### src/prio_irq_defs.svh
`ifndef PRIO_IRQ_DEFS_SVH
`define PRIO_IRQ_DEFS_SVH
// Overview of operation
// - equal tier requests granted in fixed poll order
// - power management alone forms the topmost tier
// - external wake-up from deep sleep leaves pending request
// - external flags frozen while core is in deep sleep
// - temperature and serial bus requests latched until entry
// - rtc request follows alarm and interval flags
// - some vectors never clear their request flags
// - external flag cleared on vectoring only in edge mode
// - grant pushes pc, loads vector; return pops pc
// - vectors eight bytes apart in documented order
// - no vectoring right after return or enable access
// - at least 3.25 instruction cycles request to handler
// - worst case latency at most 16.25 instruction cycles
// - only program counter saved by hardware
// - temperature request has no visible flag
// - timer two request is overflow or external flag
// - higher tier preempts, same tier never preempts
// - global enable bit gates every request source

// source indices in polling order, 0 polled first
`define NUM_SRC 13
`define SRC_PSM 0
`define SRC_RTC 1
`define SRC_ADE 2
`define SRC_WDT 3
`define SRC_TEMP 4
`define SRC_EXT0 5
`define SRC_TMR0 6
`define SRC_EXT1 7
`define SRC_TMR1 8
`define SRC_SER 9
`define SRC_UART 10
`define SRC_TMR2 11
`define SRC_UART2 12

// vector table: base plus slot times step
`define VEC_BASE 16'h0003
`define VEC_STEP 16'h0008
`define SLOT_EXT0 4'h0
`define SLOT_TMR0 4'h1
`define SLOT_EXT1 4'h2
`define SLOT_TMR1 4'h3
`define SLOT_UART 4'h4
`define SLOT_TMR2 4'h5
`define SLOT_TEMP 4'h6
`define SLOT_SER 4'h7
`define SLOT_PSM 4'h8
`define SLOT_ADE 4'h9
`define SLOT_RTC 4'hA
`define SLOT_WDT 4'hB
`define SLOT_UART2 4'hC

// sources whose flag is cleared by hardware when vectored (ext bits gated by edge mode)
`define AUTO_CLEAR_MASK 13'h01E0
// sources that must never see a hardware clear
`define NO_AUTO_MASK 13'h1C05

// timing
`define CLK_NS 25
`define LAT_MIN_NS 800
`define LAT_MAX_NS 4000
`define LAT_MIN_CYC ((`LAT_MIN_NS + `CLK_NS - 1) / `CLK_NS)
`define LAT_MAX_CYC (`LAT_MAX_NS / `CLK_NS)
`define WAIT_W 8
`endif

### src/prio_irq_pkg.sv
package prio_irq_pkg;
  typedef logic [3:0] src_idx_t;
  typedef logic [3:0] vec_slot_t;
  typedef logic [15:0] vec_addr_t;
  typedef enum logic [1:0] {TIER_LOW, TIER_HIGH, TIER_POWER} tier_t;
endpackage

### src/arb_if.sv
`timescale 1ns/1ps
interface arb_if;
  import prio_irq_pkg::*;
  logic [12:0] req;
  logic [12:0] high;
  logic [2:0] active;
  logic win_valid;
  src_idx_t win_idx;
  tier_t win_tier;
  modport arb (input req, input high, input active, output win_valid, output win_idx, output win_tier);
  modport ctl (output req, output high, output active, input win_valid, input win_idx, input win_tier);
endinterface

### src/prio_arbiter.sv
`timescale 1ns/1ps
module prio_arbiter
  import prio_irq_pkg::*;
(
  arb_if.arb bus
);

  // tier of each source: power management fixed on top, others from priority bits
  function automatic tier_t tier_of(input int idx, input logic [12:0] high);
    tier_t t;
    t = TIER_LOW;
    if (idx == 0) begin
      t = TIER_POWER;
    end else if (high[idx]) begin
      t = TIER_HIGH;
    end
    return t;
  endfunction

  // highest tier above everything in service wins; ties go to lowest poll index
  always_comb begin
    int top;
    top = bus.active[2] ? 2 : bus.active[1] ? 1 : bus.active[0] ? 0 : -1;
    bus.win_valid = 1'b0;
    bus.win_idx = '0;
    bus.win_tier = TIER_LOW;
    for (int t = 2; t >= 0; t--) begin
      for (int i = 0; i < 13; i++) begin
        // same tier as running handler never preempts
        if (!bus.win_valid && t > top && bus.req[i] && int'(tier_of(i, bus.high)) == t) begin
          bus.win_valid = 1'b1;
          bus.win_idx = src_idx_t'(i);
          bus.win_tier = tier_of(i, bus.high);
        end
      end
    end
  end
endmodule

### src/priority_interrupt_vectoring.sv
`timescale 1ns/1ps
`include "prio_irq_defs.svh"
module priority_interrupt_vectoring
  import prio_irq_pkg::*;
#(
  parameter int LAT_MIN_CYC = `LAT_MIN_CYC,
  parameter int LAT_MAX_CYC = `LAT_MAX_CYC
)(
  input wire logic core_clk_in,
  input wire logic rst_b_in,
  input wire logic global_irq_enable_in,
  input wire logic [12:0] source_enable_in,
  input wire logic [12:0] priority_high_in,
  input wire logic ext_pin0_b_in,
  input wire logic ext_pin1_b_in,
  input wire logic ext_pin0_edge_select_in,
  input wire logic ext_pin1_edge_select_in,
  input wire logic ext_wake0_in,
  input wire logic ext_wake1_in,
  input wire logic deep_sleep_state_in,
  input wire logic power_mgmt_flag_in,
  input wire logic rtc_alarm_flag_in,
  input wire logic rtc_interval_flag_in,
  input wire logic energy_irq_flag_in,
  input wire logic watchdog_timeout_flag_in,
  input wire logic temperature_event_in,
  input wire logic serial_bus_event_in,
  input wire logic timer_zero_overflow_in,
  input wire logic timer_one_overflow_in,
  input wire logic timer_two_overflow_in,
  input wire logic timer_two_external_flag_in,
  input wire logic uart_rx_flag_in,
  input wire logic uart_tx_flag_in,
  input wire logic second_uart_rx_flag_in,
  input wire logic second_uart_tx_flag_in,
  input wire logic instr_boundary_in,
  input wire logic return_from_interrupt_in,
  input wire logic irq_sfr_access_in,
  output logic vector_load_out,
  output logic push_pc_out,
  output logic pop_pc_out,
  output logic [15:0] vector_addr_out,
  output logic [12:0] flag_clear_out,
  output logic ext_pin0_flag_out,
  output logic ext_pin1_flag_out,
  output logic [2:0] in_service_out
);

  localparam logic [`WAIT_W-1:0] WAIT_MIN = `WAIT_W'(LAT_MIN_CYC - 1);
  localparam logic [`WAIT_W-1:0] WAIT_MAX = `WAIT_W'(LAT_MAX_CYC);

  arb_if arb ();

  logic [12:0] raw_req;
  logic [12:0] elig_req;
  logic [1:0] ext_flag_r;
  logic [1:0] ext_wake_pend_r;
  logic [1:0] ext_fall;
  logic [1:0] pin_b;
  logic [1:0] edge_sel;
  logic [1:0] wake_evt;
  logic temp_pend_r;
  logic ser_pend_r;
  logic [`WAIT_W-1:0] wait_cnt_r;
  logic block_r;
  logic grant;
  logic [2:0] in_service_r;
  logic vector_load_r;
  logic push_pc_r;
  logic pop_pc_r;
  vec_addr_t vector_addr_r;
  logic [12:0] flag_clear_r;

  assign pin_b = {ext_pin1_b_in, ext_pin0_b_in};
  assign edge_sel = {ext_pin1_edge_select_in, ext_pin0_edge_select_in};
  assign wake_evt = {ext_wake1_in, ext_wake0_in};

  ////////////////////////////////////////////////////////////////////////////
  // external pins: synchroniser, flag and wake-up pending per pin

  generate
    for (genvar e = 0; e < 2; e++) begin : g_ext
      localparam int SRC = (e == 0) ? `SRC_EXT0 : `SRC_EXT1;
      logic sync1_r;
      logic sync2_r;
      logic prev_r;
      logic hit;

      // pin is asynchronous; the first stage feeds only the second
      always_ff @(posedge core_clk_in or negedge rst_b_in) begin
        if (!rst_b_in) begin
          sync1_r <= 1'b1;
          sync2_r <= 1'b1;
          prev_r <= 1'b1;
        end else begin
          sync1_r <= pin_b[e];
          sync2_r <= sync1_r;
          prev_r <= sync2_r;
        end
      end

      assign ext_fall[e] = prev_r & ~sync2_r;
      assign hit = grant && arb.win_idx == src_idx_t'(SRC);

      // flag is frozen in deep sleep; a new falling edge beats the vectoring clear
      always_ff @(posedge core_clk_in or negedge rst_b_in) begin
        if (!rst_b_in) begin
          ext_flag_r[e] <= 1'b0;
        end else if (deep_sleep_state_in) begin
          ext_flag_r[e] <= ext_flag_r[e];
        end else if (edge_sel[e]) begin
          if (ext_fall[e]) begin
            ext_flag_r[e] <= 1'b1;
          end else if (hit) begin
            ext_flag_r[e] <= 1'b0;
          end
        end else begin
          // level mode: handler re-entered until pin returns high
          ext_flag_r[e] <= ~sync2_r;
        end
      end

      // wake-up from deep sleep leaves a pending request apart from the flag
      always_ff @(posedge core_clk_in or negedge rst_b_in) begin
        if (!rst_b_in) begin
          ext_wake_pend_r[e] <= 1'b0;
        end else if (wake_evt[e]) begin
          ext_wake_pend_r[e] <= 1'b1;
        end else if (hit) begin
          ext_wake_pend_r[e] <= 1'b0;
        end
      end
    end
  endgenerate

  ////////////////////////////////////////////////////////////////////////////
  // latched sources without a software flag

  // temperature: internal latch only, nothing software can read or clear
  always_ff @(posedge core_clk_in or negedge rst_b_in) begin
    if (!rst_b_in) begin
      temp_pend_r <= 1'b0;
    end else if (temperature_event_in) begin
      temp_pend_r <= 1'b1;
    end else if (grant && arb.win_idx == src_idx_t'(`SRC_TEMP)) begin
      temp_pend_r <= 1'b0;
    end
  end

  // serial bus: clearing status bits upstream does not reach this latch
  always_ff @(posedge core_clk_in or negedge rst_b_in) begin
    if (!rst_b_in) begin
      ser_pend_r <= 1'b0;
    end else if (serial_bus_event_in) begin
      ser_pend_r <= 1'b1;
    end else if (grant && arb.win_idx == src_idx_t'(`SRC_SER)) begin
      ser_pend_r <= 1'b0;
    end
  end

  ////////////////////////////////////////////////////////////////////////////
  // request vector in poll order

  always_comb begin
    raw_req = '0;
    raw_req[`SRC_PSM] = power_mgmt_flag_in;
    raw_req[`SRC_RTC] = rtc_alarm_flag_in | rtc_interval_flag_in;
    raw_req[`SRC_ADE] = energy_irq_flag_in;
    raw_req[`SRC_WDT] = watchdog_timeout_flag_in;
    raw_req[`SRC_TEMP] = temp_pend_r;
    raw_req[`SRC_EXT0] = ext_flag_r[0] | ext_wake_pend_r[0];
    raw_req[`SRC_TMR0] = timer_zero_overflow_in;
    raw_req[`SRC_EXT1] = ext_flag_r[1] | ext_wake_pend_r[1];
    raw_req[`SRC_TMR1] = timer_one_overflow_in;
    raw_req[`SRC_SER] = ser_pend_r;
    raw_req[`SRC_UART] = uart_rx_flag_in | uart_tx_flag_in;
    raw_req[`SRC_TMR2] = timer_two_overflow_in | timer_two_external_flag_in;
    raw_req[`SRC_UART2] = second_uart_rx_flag_in | second_uart_tx_flag_in;
  end

  // disabled requests stay pending in their latches, they just do not compete
  assign elig_req = raw_req & source_enable_in & {13{global_irq_enable_in}};

  assign arb.req = elig_req;
  assign arb.high = priority_high_in;
  assign arb.active = in_service_r;

  prio_arbiter u_arb (
    .bus(arb)
  );

  ////////////////////////////////////////////////////////////////////////////
  // grant timing

  // counts cycles a winner has waited; saturates so it never wraps past the bound
  always_ff @(posedge core_clk_in or negedge rst_b_in) begin
    if (!rst_b_in) begin
      wait_cnt_r <= '0;
    end else if (!arb.win_valid || grant) begin
      wait_cnt_r <= '0;
    end else if (wait_cnt_r != WAIT_MAX) begin
      wait_cnt_r <= wait_cnt_r + `WAIT_W'(1);
    end
  end

  // one more instruction must finish after a return or an enable/priority access
  always_ff @(posedge core_clk_in or negedge rst_b_in) begin
    if (!rst_b_in) begin
      block_r <= 1'b0;
    end else if (return_from_interrupt_in || irq_sfr_access_in) begin
      block_r <= 1'b1;
    end else if (instr_boundary_in) begin
      block_r <= 1'b0;
    end
  end

  // vectoring only at an instruction boundary and after the least latency
  assign grant = arb.win_valid && instr_boundary_in && !block_r && !return_from_interrupt_in &&
                 !irq_sfr_access_in && (wait_cnt_r >= WAIT_MIN);

  ////////////////////////////////////////////////////////////////////////////
  // in-service tiers

  // return closes the highest open tier; grant is never taken in the same cycle
  always_ff @(posedge core_clk_in or negedge rst_b_in) begin
    if (!rst_b_in) begin
      in_service_r <= 3'h0;
    end else if (grant) begin
      in_service_r[arb.win_tier] <= 1'b1;
    end else if (return_from_interrupt_in) begin
      if (in_service_r[2]) begin
        in_service_r[2] <= 1'b0;
      end else if (in_service_r[1]) begin
        in_service_r[1] <= 1'b0;
      end else begin
        in_service_r[0] <= 1'b0;
      end
    end
  end

  ////////////////////////////////////////////////////////////////////////////
  // vector address and core strobes

  function automatic vec_slot_t slot_of(input src_idx_t idx);
    vec_slot_t s;
    unique case (idx)
      4'h0: s = `SLOT_PSM;
      4'h1: s = `SLOT_RTC;
      4'h2: s = `SLOT_ADE;
      4'h3: s = `SLOT_WDT;
      4'h4: s = `SLOT_TEMP;
      4'h5: s = `SLOT_EXT0;
      4'h6: s = `SLOT_TMR0;
      4'h7: s = `SLOT_EXT1;
      4'h8: s = `SLOT_TMR1;
      4'h9: s = `SLOT_SER;
      4'hA: s = `SLOT_UART;
      4'hB: s = `SLOT_TMR2;
      4'hC: s = `SLOT_UART2;
      default: s = `SLOT_EXT0;
    endcase
    return s;
  endfunction

  // only the pc is pushed; accumulator and status stay the handler's job
  always_ff @(posedge core_clk_in or negedge rst_b_in) begin
    if (!rst_b_in) begin
      vector_load_r <= 1'b0;
      push_pc_r <= 1'b0;
      pop_pc_r <= 1'b0;
    end else begin
      vector_load_r <= grant;
      push_pc_r <= grant;
      pop_pc_r <= return_from_interrupt_in;
    end
  end

  // address held until the next grant so the core may sample late
  always_ff @(posedge core_clk_in or negedge rst_b_in) begin
    if (!rst_b_in) begin
      vector_addr_r <= `VEC_BASE;
    end else if (grant) begin
      vector_addr_r <= 16'(`VEC_BASE + (16'(slot_of(arb.win_idx)) * `VEC_STEP));
    end
  end

  // hardware clear strobes; psm, rtc, energy, uart and timer two are left alone
  always_ff @(posedge core_clk_in or negedge rst_b_in) begin
    if (!rst_b_in) begin
      flag_clear_r <= 13'h0000;
    end else begin
      flag_clear_r <= '0;
      if (grant) begin
        flag_clear_r <= (13'h0001 << arb.win_idx) & `AUTO_CLEAR_MASK &
                        ~{5'h00, ~edge_sel[1], 1'b0, ~edge_sel[0], 5'h00};
      end
    end
  end

  assign vector_load_out = vector_load_r;
  assign push_pc_out = push_pc_r;
  assign pop_pc_out = pop_pc_r;
  assign vector_addr_out = vector_addr_r;
  assign flag_clear_out = flag_clear_r;
  assign ext_pin0_flag_out = ext_flag_r[0];
  assign ext_pin1_flag_out = ext_flag_r[1];
  assign in_service_out = in_service_r;

  ////////////////////////////////////////////////////////////////////////////
  // checks

  AST_POLL_ORDER: assert property (@(posedge core_clk_in) disable iff (!rst_b_in)
    (arb.win_valid && arb.win_tier == TIER_LOW && in_service_r == 3'h0)
      |-> ((elig_req & ~priority_high_in & ((13'h0001 << arb.win_idx) - 13'h0001)) == 13'h0000))
    else $error("lower index low tier request skipped");

  AST_POWER_TOP: assert property (@(posedge core_clk_in) disable iff (!rst_b_in)
    (elig_req[`SRC_PSM] && !in_service_r[2]) |-> (arb.win_valid && arb.win_idx == 4'h0))
    else $error("power management request not top winner");

  AST_SLEEP_HOLD: assert property (@(posedge core_clk_in) disable iff (!rst_b_in)
    deep_sleep_state_in |=> (ext_pin0_flag_out == $past(ext_pin0_flag_out) &&
                             ext_pin1_flag_out == $past(ext_pin1_flag_out)))
    else $error("external flag changed in deep sleep");

  AST_TEMP_LATCH: assert property (@(posedge core_clk_in) disable iff (!rst_b_in)
    (temp_pend_r && !(grant && arb.win_idx == 4'h4)) |=> temp_pend_r)
    else $error("temperature request lost without handler entry");

  AST_RTC_FOLLOW: assert property (@(posedge core_clk_in) disable iff (!rst_b_in)
    (!rtc_alarm_flag_in && !rtc_interval_flag_in) |=> !(vector_load_out && vector_addr_out == 16'h0053))
    else $error("rtc vectored without a flag");

  AST_NO_AUTO_CLEAR: assert property (@(posedge core_clk_in) disable iff (!rst_b_in)
    (flag_clear_out & `NO_AUTO_MASK) == 13'h0000)
    else $error("hardware clear on a software cleared source");

  AST_LEVEL_NO_CLEAR: assert property (@(posedge core_clk_in) disable iff (!rst_b_in)
    (grant && arb.win_idx == 4'h5 && !ext_pin0_edge_select_in) |=> !flag_clear_out[`SRC_EXT0])
    else $error("level mode external flag cleared on vectoring");

  AST_PSM_VECTOR: assert property (@(posedge core_clk_in) disable iff (!rst_b_in)
    (grant && arb.win_idx == 4'h0) |=> (vector_load_out && vector_addr_out == 16'h0043))
    else $error("wrong power management vector");

  AST_BLOCK_AFTER_RETURN_FROM_INTERRUPT: assert property (@(posedge core_clk_in) disable iff (!rst_b_in)
    (return_from_interrupt_in || irq_sfr_access_in) |=> !vector_load_out ##1 !vector_load_out)
    else $error("vectored directly after return or enable access");

  AST_LAT_MIN: assert property (@(posedge core_clk_in) disable iff (!rst_b_in)
    vector_load_out |-> ($past(arb.win_valid, 1) && $past(arb.win_valid, LAT_MIN_CYC)))
    else $error("vectored before least latency");

  AST_T2_OR: assert property (@(posedge core_clk_in) disable iff (!rst_b_in)
    (!timer_two_overflow_in && !timer_two_external_flag_in) |=> !(vector_load_out && vector_addr_out == 16'h002B))
    else $error("timer two vectored without either flag");

  AST_SAME_TIER: assert property (@(posedge core_clk_in) disable iff (!rst_b_in)
    (grant && in_service_r[1]) |-> arb.win_tier == TIER_POWER)
    else $error("handler preempted by its own tier");

  AST_GLOBAL_GATE: assert property (@(posedge core_clk_in) disable iff (!rst_b_in)
    !global_irq_enable_in |=> !vector_load_out)
    else $error("vectored with global enable off");
endmodule

### config.mk
export PLATFORM = sky130hd
export DESIGN_NAME = priority_interrupt_vectoring
export DESIGN_NICKNAME = d
export VERILOG_FILES = /design/src/prio_irq_pkg.sv /design/src/arb_if.sv /design/src/prio_arbiter.sv /design/src/priority_interrupt_vectoring.sv
export VERILOG_INCLUDE_DIRS = /design/src
export SDC_FILE = /design/constraint.sdc
export NUM_CORES = 1
export LEC_CHECK = 0
export ABC_CLOCK_PERIOD_IN_PS = 7400
export BUFFER_PORTS_ARGS = -buffer_cell sky130_fd_sc_hd__buf_2
export CAP_MARGIN = 20
export CORE_AREA = 10 10 82 84
export CTS_BUF_LIST = sky130_fd_sc_hd__clkbuf_8
export CTS_CLUSTER_SIZE = 16
export DETAILED_ROUTE_END_ITERATION = 6
export DIE_AREA = 0 0 92 94
export HOLD_SLACK_MARGIN = 0.06
export PLACE_DENSITY = 0.85
export SYNTH_ARGS = -nofsm -noshare
export SYNTH_HDL_FRONTEND = slang
export SYNTH_SLANG_ARGS = --single-unit
### constraint.sdc
create_clock -name core_clk_in -period 7.4 [get_ports core_clk_in]
set_input_delay 0.37 -clock core_clk_in [delete_from_list [all_inputs] [get_ports core_clk_in]]
set_output_delay 0.37 -clock core_clk_in [all_outputs]
set_load 0.03 [all_outputs]
==> results of run 1 <==
==> cells in the mapped netlist, types with 3 or more instances <==
| cell | n |
|---|---|
| nand3_1 | 12 |
| and2_1 | 3 |
| nand4_1 | 4 |
| a21o_1 | 5 |
| a21oi_1 | 6 |
| dfrtp_1 | 28 |
| and4_1 | 3 |
| o211ai_1 | 6 |
| o21ai_0 | 10 |
| and3_1 | 3 |
| o31ai_1 | 6 |
| buf_4 | 22 |
| xor2_1 | 4 |
| dfstp_2 | 6 |
| nand4b_1 | 4 |
| nor4_1 | 3 |
| nor3_1 | 5 |
| nand2_1 | 17 |
| a31oi_1 | 3 |
| ha_1 | 7 |
| nor2_1 | 22 |
| inv_1 | 10 |
| o21ai_1 | 3 |
==> stage by stage <==
stage               power [mW]  cell area, µm²  cells  setup slack [ns]  hold slack (ns)
CTS                     0.5996            2913    402             4.374           0.1419
global route            0.6366            2913    402             4.216           0.1478
detailed placement      0.4323            2804    394             4.207           0.3476
finish                  0.5937            2913    402             4.372           0.1253
global placement        0.4235            2804    394             4.243           0.3459
floorplan               0.3828            2577    281             4.523          0.07441
==> worst reg2reg max path: cells and delay by family (launching register included) <==
family | cells | cell delay [ns]
compound gates | 4 | 1.01
fa+ha+maj | 1 | 0.29
flops | 1 | 0.47
simple gates | 4 | 1.15
==> cells by family after synthesis <==
group	after synthesis
AOI/OAI and AO/OA	71
xor gates and xnor gates	6
adders and majority gates	7
buffers and inverters	35
DFF	34
muxes	2
other	2
and+or+nand+nor	105
==> placed cells by master, fill, tap and decap left out, types with 3 or more instances in the layout <==
| master | count |
|---|---|
| ha_1 | 7 |
| dfstp_2 | 6 |
| o31ai_1 | 6 |
| conb_1 | 21 |
| xor2_1 | 4 |
| o211ai_1 | 6 |
| and4_1 | 3 |
| and3_1 | 3 |
| nand4_1 | 4 |
| o21ai_1 | 3 |
| nor2_1 | 22 |
| nand4b_1 | 4 |
| buf_2 | 68 |
| dfrtp_1 | 28 |
| inv_1 | 10 |
| a21o_1 | 5 |
| nand3_1 | 12 |
| clkbuf_8 | 5 |
| nor3_1 | 5 |
| nor4_1 | 3 |
| nand2_1 | 17 |
| o21ai_0 | 10 |
| a21oi_1 | 6 |
| a31oi_1 | 3 |
| and2_1 | 3 |
==> sequential cells by signal, indices dropped and copies added, names as in the netlist, 2 cells and up <==
name	flops
ext_wake_pend_r	2
flag_clear_out	4
g_ext.prev_r	2
g_ext.sync1_r	2
g_ext.sync2_r	2
in_service_out	3
vector_addr_out	4
wait_cnt_r	8
==> final cells by class <==
type                    count  area (µm²)  area share (%)
clock buffers               5       68.82           2.363
clock inverters             3       40.04           1.375
inverters                  10       37.54           1.289
multi-input cells         212        1480           50.82
flip-flops and latches     34       858.3           29.47
well taps                  70       87.58           3.007
repair buffers             68       340.3           11.68
==> worst paths after layout <==
kind | startpoint | endpoint | slack (ns) | depth (start not counted)
max | in_service_out[2]$_DFFE_PN0P_ | vector_addr_out[4]$_DFFE_PN0P_ | 4.37 | 9
min | rst_b_in | flag_clear_out[5]$_DFF_PN0_ | 0.13 | 1
max reg2reg | in_service_out[2]$_DFFE_PN0P_ | vector_addr_out[4]$_DFFE_PN0P_ | 4.37 | 9
min reg2reg | g_ext[0].sync1_r$_DFF_PN1_ | g_ext[0].sync2_r$_DFF_PN1_ | 0.36 | 0
max in group asynchronous | rst_b_in | wait_cnt_r[4]$_DFFE_PN0P_ | 6.80 | 1
min in group core_clk_in | ext_pin0_b_in | g_ext[0].sync1_r$_DFF_PN1_ | 0.17 | 1
==> power by group through the flow <==
stage | Sequential (mW) | Clock (mW) | Combinational, mW
6_report | 0.238 | 0.164 | 0.191
4_1_cts | 0.238 | 0.170 | 0.192
3_3_place_gp | 0.239 | 0 | 0.184
2_1_floorplan | 0.252 | 0 | 0.130
5_1_grt | 0.242 | 0.179 | 0.216
3_5_place_dp | 0.240 | 0 | 0.192
==> layer usage <==
metal	global-route usage (%)	up-vias	share of wire, %
met4	2.442	0	0
met3	6.075	0	8.8
met1	17.27	1053	41
met2	25.88	93	50
li1	-	1084	-
met5	0	-	0
==> flow_summary.ini, run 1 <==
[run_status]
status = finished, final reports clean

[critical_path]
crit_fanout = 9
worstPathRequired_ns = 7.58
crit_chain = nor3_2 > nand3_1 > or4b_1 > o211a_1 > o311a_4 > ha_1 > a21oi_1 > nor3_1 > a211o_1
cp.arrival_ns = 3.21
end_kind = flip-flop
path_class = flip-flop to flip-flop
crit_family = simple AND/OR/NAND/NOR gates
crit_slowest_cell = or4b_1
worstPathBufferInverterCount = 0
cp-start-kind = flip-flop
slowest_delay_ns = 0.55

[placed_design]
gp_congestion = 0.8814
port_buffers = 68
dp_hpwl_um = 5289

[clock_network]
htree_levels = 2
post_cts_buffers = 0
path_clk_slew_ns = 0.07
cts_hold_buffers = 0
cts_tree = built
clkLatencyLatePin_ns = 0.29
ctsRootBufferMaster = clkbuf_8
cts_made_buffers = 5
cts_sinks = 34
post_cts_resize_count = 0
clockBufferDepth = 2

[floorplan]
coreArea_um2 = 5075
die_y_um = 94
num_rows = 26
die-area_um2 = 8648
start_util_pct = 49.38
fp.dieW_um = 92
io_pins = 91

[global_route]
grtUsageTotal_pct = 14.98
grt-ovfl-total = 0
grt_max_degree = 35
grt_pass1_vias = 2270
grt_pass1_wl_um = 10700
antenna_found_initial = 0

[power_and_ir_drop]
p_sw_share_pct = 34.82
clockPowerShare_pct = 27.7
power.density_nw_per_um2 = 203.8
switchingPower_mw = 0.2068
p_int_mw = 0.3870
p_leak_nw = 1.385
peakVddDrop_mv = 0.1791
power_frac_comb_pct = 32.2
p_seq_share_pct = 40.1

[synth]
synthAdderAreaFrac_pct = 3.495
synth-main-ff-cell = dfrtp_1
synth_edf_count = 0
synth_compound_area_share_pct = 24.46
synth.area.mux_share_pct = 0.8487
yosys-top-cells-area = dfrtp_1 (28%), buf_4 (6.6%), dfstp_2 (6.3%), ha_1 (3.5%), nor2_1 (3.3%)
syn_area_um2 = 2506
synth-simple-area-share_pct = 25.01
synth-xor-area-share_pct = 2.097
yosysSeqAreaShare_pct = 34.25
ys_warn_count = 0
async_reset_ff_share_pct = 100.0
synth-seq-cells = 34
synth_top_family_by_area = simple AND/OR/NAND/NOR gates
ys_types = 75
synth_top_cell_area_share_pct = 27.96
syn_inst = 262
synth_area_per_cell_um2 = 9.565
yosysTopAreaCell = dfrtp_1

[sta]
worstMarginPinSlew_ns = 0.9356
finalHoldViolations = 0
setup_viol = 0
fin_setup_tns_ns = 0
fmax_ghz = 0.3302
maxSlewViolCount = 0
post-route-period-util_pct = 40.92
slew_headroom_pct = 36.78
rsz0062_at_grt = no
finalCriticalPeriod_ns = 3.028
finClkSkew_ns = 0.008821

[layout]
final_layout_size_suffix_gt1_share_pct = 30.72
area_delta_synth_final_pct = 16.23
fillers = 478
final_util_pct = 57.40
nets = 392
n_antenna_cell = 0

[routing]
drc = 0
drtPass1Iterations = 4
wl_per_cell_um = 15.88
ant_nets = 0
drt_wl_total_um = 6385
initialDrtViolationCount = 115
via_count = 2230
via_per_inst = 5.547

[worst_hold_path]
hold_class = primary input to asynchronous set/reset pin

[job]
maxCapViolations = 0
No activity file was read; power rests on OpenSTA's default activity.
==> run 2, diff against run 1 <==
Settings changed: ABC_AREA set to 1, ABC_CLOCK_PERIOD_IN_PS 7400 to 2900, CORE_AREA 10 10 82 84 to 10 10 83 85, DIE_AREA 0 0 92 94 to 0 0 93 95, PLACE_DENSITY 0.85 to 0.84.
Clock period 7.4 ns to 2.9 ns, I/O delays scaled along.
==> run 2 against run 1 <==
The run now ends with negative setup slack left. Clock skew grew 0.0090 ns. Synthesized area grew 0.65%. Register-to-register slack lost 4.7 ns. Wire length grew 50%. Clock power grew to 2.7 times the previous value. First-iteration DRC count grew 130%. Core utilization grew 19 points. Maximum frequency shrank 5.9%. Clock-buffer cell count grew 1. Final cell count grew 37%. Highest routed layer is now met4.
==> flow_summary.ini, run 2 <==
[critical_path]
crit_slowest_cell = dfrtp_2
crit_family = simple AND/OR/NAND/NOR gates
crit_chain = inv_2 > nand2_4 > buf_4 > buf_4 > nor3_4 > nor2_4 > nand4_4 > nor2_4 > nand4_4 > nor2_4 > buf_4 > buf_4 > o21ai_0 > nand3_1 > a21oi_2 > nand2_2 > inv_2 > ha_4 > nand3_4 > or2_4 > a21o_1
worstPathRequired_ns = 3.09
slowest_delay_ns = 0.45
cp-start-kind = flip-flop
crit_fanout = 5
worstPathBufferInverterCount = 6
path_common_cell = buf_4
reg2reg_from = in_service_out[2]$_DFFE_PN0P_
reg2regPathDepth = 21
crit_start = in_service_out[2]$_DFFE_PN0P_
r2r_slack_ns = -0.32
path_class = flip-flop to flip-flop
end_kind = flip-flop
cp.depth = 21
cp.arrival_ns = 3.41
timing.rr.end = ext_wake_pend_r[0]$_DFFE_PN0P_

[power_and_ir_drop]
total_power_mw = 1.836
peakVddDrop_mv = 0.4008
power.density_nw_per_um2 = 451.9
p_leak_nw = 2.026

[layout]
final_area_um2 = 4064
largest-register = wait_cnt_r
final_layout_size_suffix_gt1_share_pct = 51.88
area_delta_synth_final_pct = 61.11
instances_no_fill = 550
nets = 538
n_antenna_cell = 0
largest_reg_flops = 8
final_common_cell = buf_2
final_util_pct = 76.14
layout_common_cells = buf_2 (68), buf_4 (64), inv_1 (48)

[floorplan]
coreArea_um2 = 5338
start_util_pct = 47.26
fp.dieW_um = 93
die-area_um2 = 8835
die_y_um = 95
io_pins = 91
num_rows = 27

[synth]
synth-seq-cells = 34
yosys-top-cells-count = inv_1 (58), nand2_1 (43), nor2_1 (29)
synth-main-ff-cell = dfrtp_1
ys_types = 41
ys_warn_count = 0
yosysTopAreaCell = dfrtp_1
synth_edf_count = 0
synth.most_common_cell = inv_1
yosys-top-cells-area = dfrtp_1 (28%), inv_1 (8.6%), buf_4 (6.5%), nand2_1 (6.4%), dfstp_2 (6.3%)
synth_area_per_cell_um2 = 7.644
synth_top_cell_area_share_pct = 27.78
async_reset_ff_share_pct = 100.0
syn_inst = 330
syn_area_um2 = 2522
yosysSeqAreaShare_pct = 34.03

[worst_hold_path]
min_to = block_r$_DFFE_PN0P_
hold_depth = 3
hold_class = primary input to flip-flop
worstHoldStart = irq_sfr_access_in

[routing]
via_count = 2948
ant_nets = 0
initialDrtViolationCount = 261
drt_wl_total_um = 9569
drtPass1Iterations = 5
wl_per_cell_um = 17.40
drc = 0
via_per_inst = 5.360

[sta]
rsz0062_at_grt = yes
fin_setup_tns_ns = -3.111
worstMarginPinSlew_ns = 0.7573
setup_viol = 18
holdWs_ns = 0.06246
finalHoldViolations = 0
maxSlewViolCount = 0
fmax_ghz = 0.3109
setup_ws_ns = -0.3163
finalCriticalPeriod_ns = 3.216
post-route-period-util_pct = 110.9
finClkSkew_ns = 0.01781
slew_headroom_pct = 49.51

[global_route]
grt_pass1_wl_um = 12170
antenna_found_initial = 0
grt_max_degree = 35
grt_pass1_vias = 2740
grtUsageTotal_pct = 16.90
grt-ovfl-total = 0

[clock_network]
cts_made_buffers = 5
cts_sinks = 34
clkLatencyLatePin_ns = 0.30
clockBufferDepth = 2
cts_tree = built
htree_levels = 2
ctsRootBufferMaster = clkbuf_8
path_clk_slew_ns = 0.08

[placed_design]
dpl_cell_area_um2 = 3120
port_buffers = 68
dp_hpwl_um = 5759
gp_congestion = 0.8893
dp.cells = 501
post-place-ws_ns = -0.1962

[job]
maxCapViolations = 0

[run_status]
failed_checks = negative setup slack
status = finished with violations
-- run 2: cell types whose count changed after synthesis, sizes merged, moves of 5 or more --
cell    previous run  this run
inv               10        60
nor2              23        40
nand4b             5         0
nor3               6        27
nand2             17        50
nor4               3         9
nand3             12        21
nand4              5        10
-- run 2: logic make-up after synthesis --
family | count (synthesis) | synth area share, %
AOI/OAI and AO/OA | 37 | 9.971
xor gates and xnor gates | 3 | 1.042
adders and majority gates | 7 | 3.472
buffers and inverters | 85 | 16.32
DFF | 34 | 34.03
other | 2 | 0.2977
and+or+nand+nor | 162 | 34.87
-- run 2: timing repair --
action	4_1_cts	5_1_grt
hold endpoints to repair	36	0
resized for setup	32	79
setup endpoints to repair	16	26
setup buffers	21	14
cloned	0	0
pin swaps	16	33
hold buffers	9	0
-- run 2: how the worst max path moves through the flow --
stage / slack (ns) / to
3_5_place_dp: -0.20 / temp_pend_r$_DFFE_PN0P_
6_report: -0.32 / ext_wake_pend_r[0]$_DFFE_PN0P_
4_1_cts: -0.17 / ext_pin1_flag_out$_DFFE_PN0P_
3_3_place_gp: -0.16 / temp_pend_r$_DFFE_PN0P_
2_1_floorplan: -0.04 / ext_wake_pend_r[0]$_DFFE_PN0P_
5_1_grt: -0.39 / ext_wake_pend_r[0]$_DFFE_PN0P_
-- run 2: power breakdown --
part	internal (mW)	switching, mW	total (mW)
clock network	0.276	0.167	0.444
logic	0.331	0.465	0.795
registers	0.548	0.0498	0.597
total	1.15	0.682	1.84
-- run 2: final cells by class --
type,count,area [µm²]
multi-input cells,230,1797
fillers,337,1274
repair buffers,146,967.2
flip-flops and latches,34,860.8
inverters,60,232.7
well taps,72,90.09
clock buffers,6,82.58
clock inverters,2,33.78
-- run 2: metal layers --
metal / global-route usage, % / part of all wire [%] / wire length, µm / vias to the layer above
met5: 0 / 0 / 0 / -
met4: 8.355 / 5.0 / 475 / 0
met3: 4.282 / 6.6 / 631 / 49
met2: 31.95 / 53 / 5087 / 165
met1: 16.82 / 35 / 3374 / 1402
li1: - / - / - / 1332
-- run 2: worst register-to-register path, cell delays in order, from the launching register on --
cell and delay [ns]:
dfrtp_2 0.45, inv_2 0.09, nand2_4 0.08, buf_4 0.14, buf_4 0.14, nor3_4 0.20
nor2_4 0.08, nand4_4 0.10, nor2_4 0.05, nand4_4 0.10, nor2_4 0.05, buf_4 0.13
buf_4 0.13, o21ai_0 0.12, nand3_1 0.19, a21oi_2 0.16, nand2_2 0.10, inv_2 0.13
ha_4 0.17, nand3_4 0.08, or2_4 0.29, a21o_1 0.15
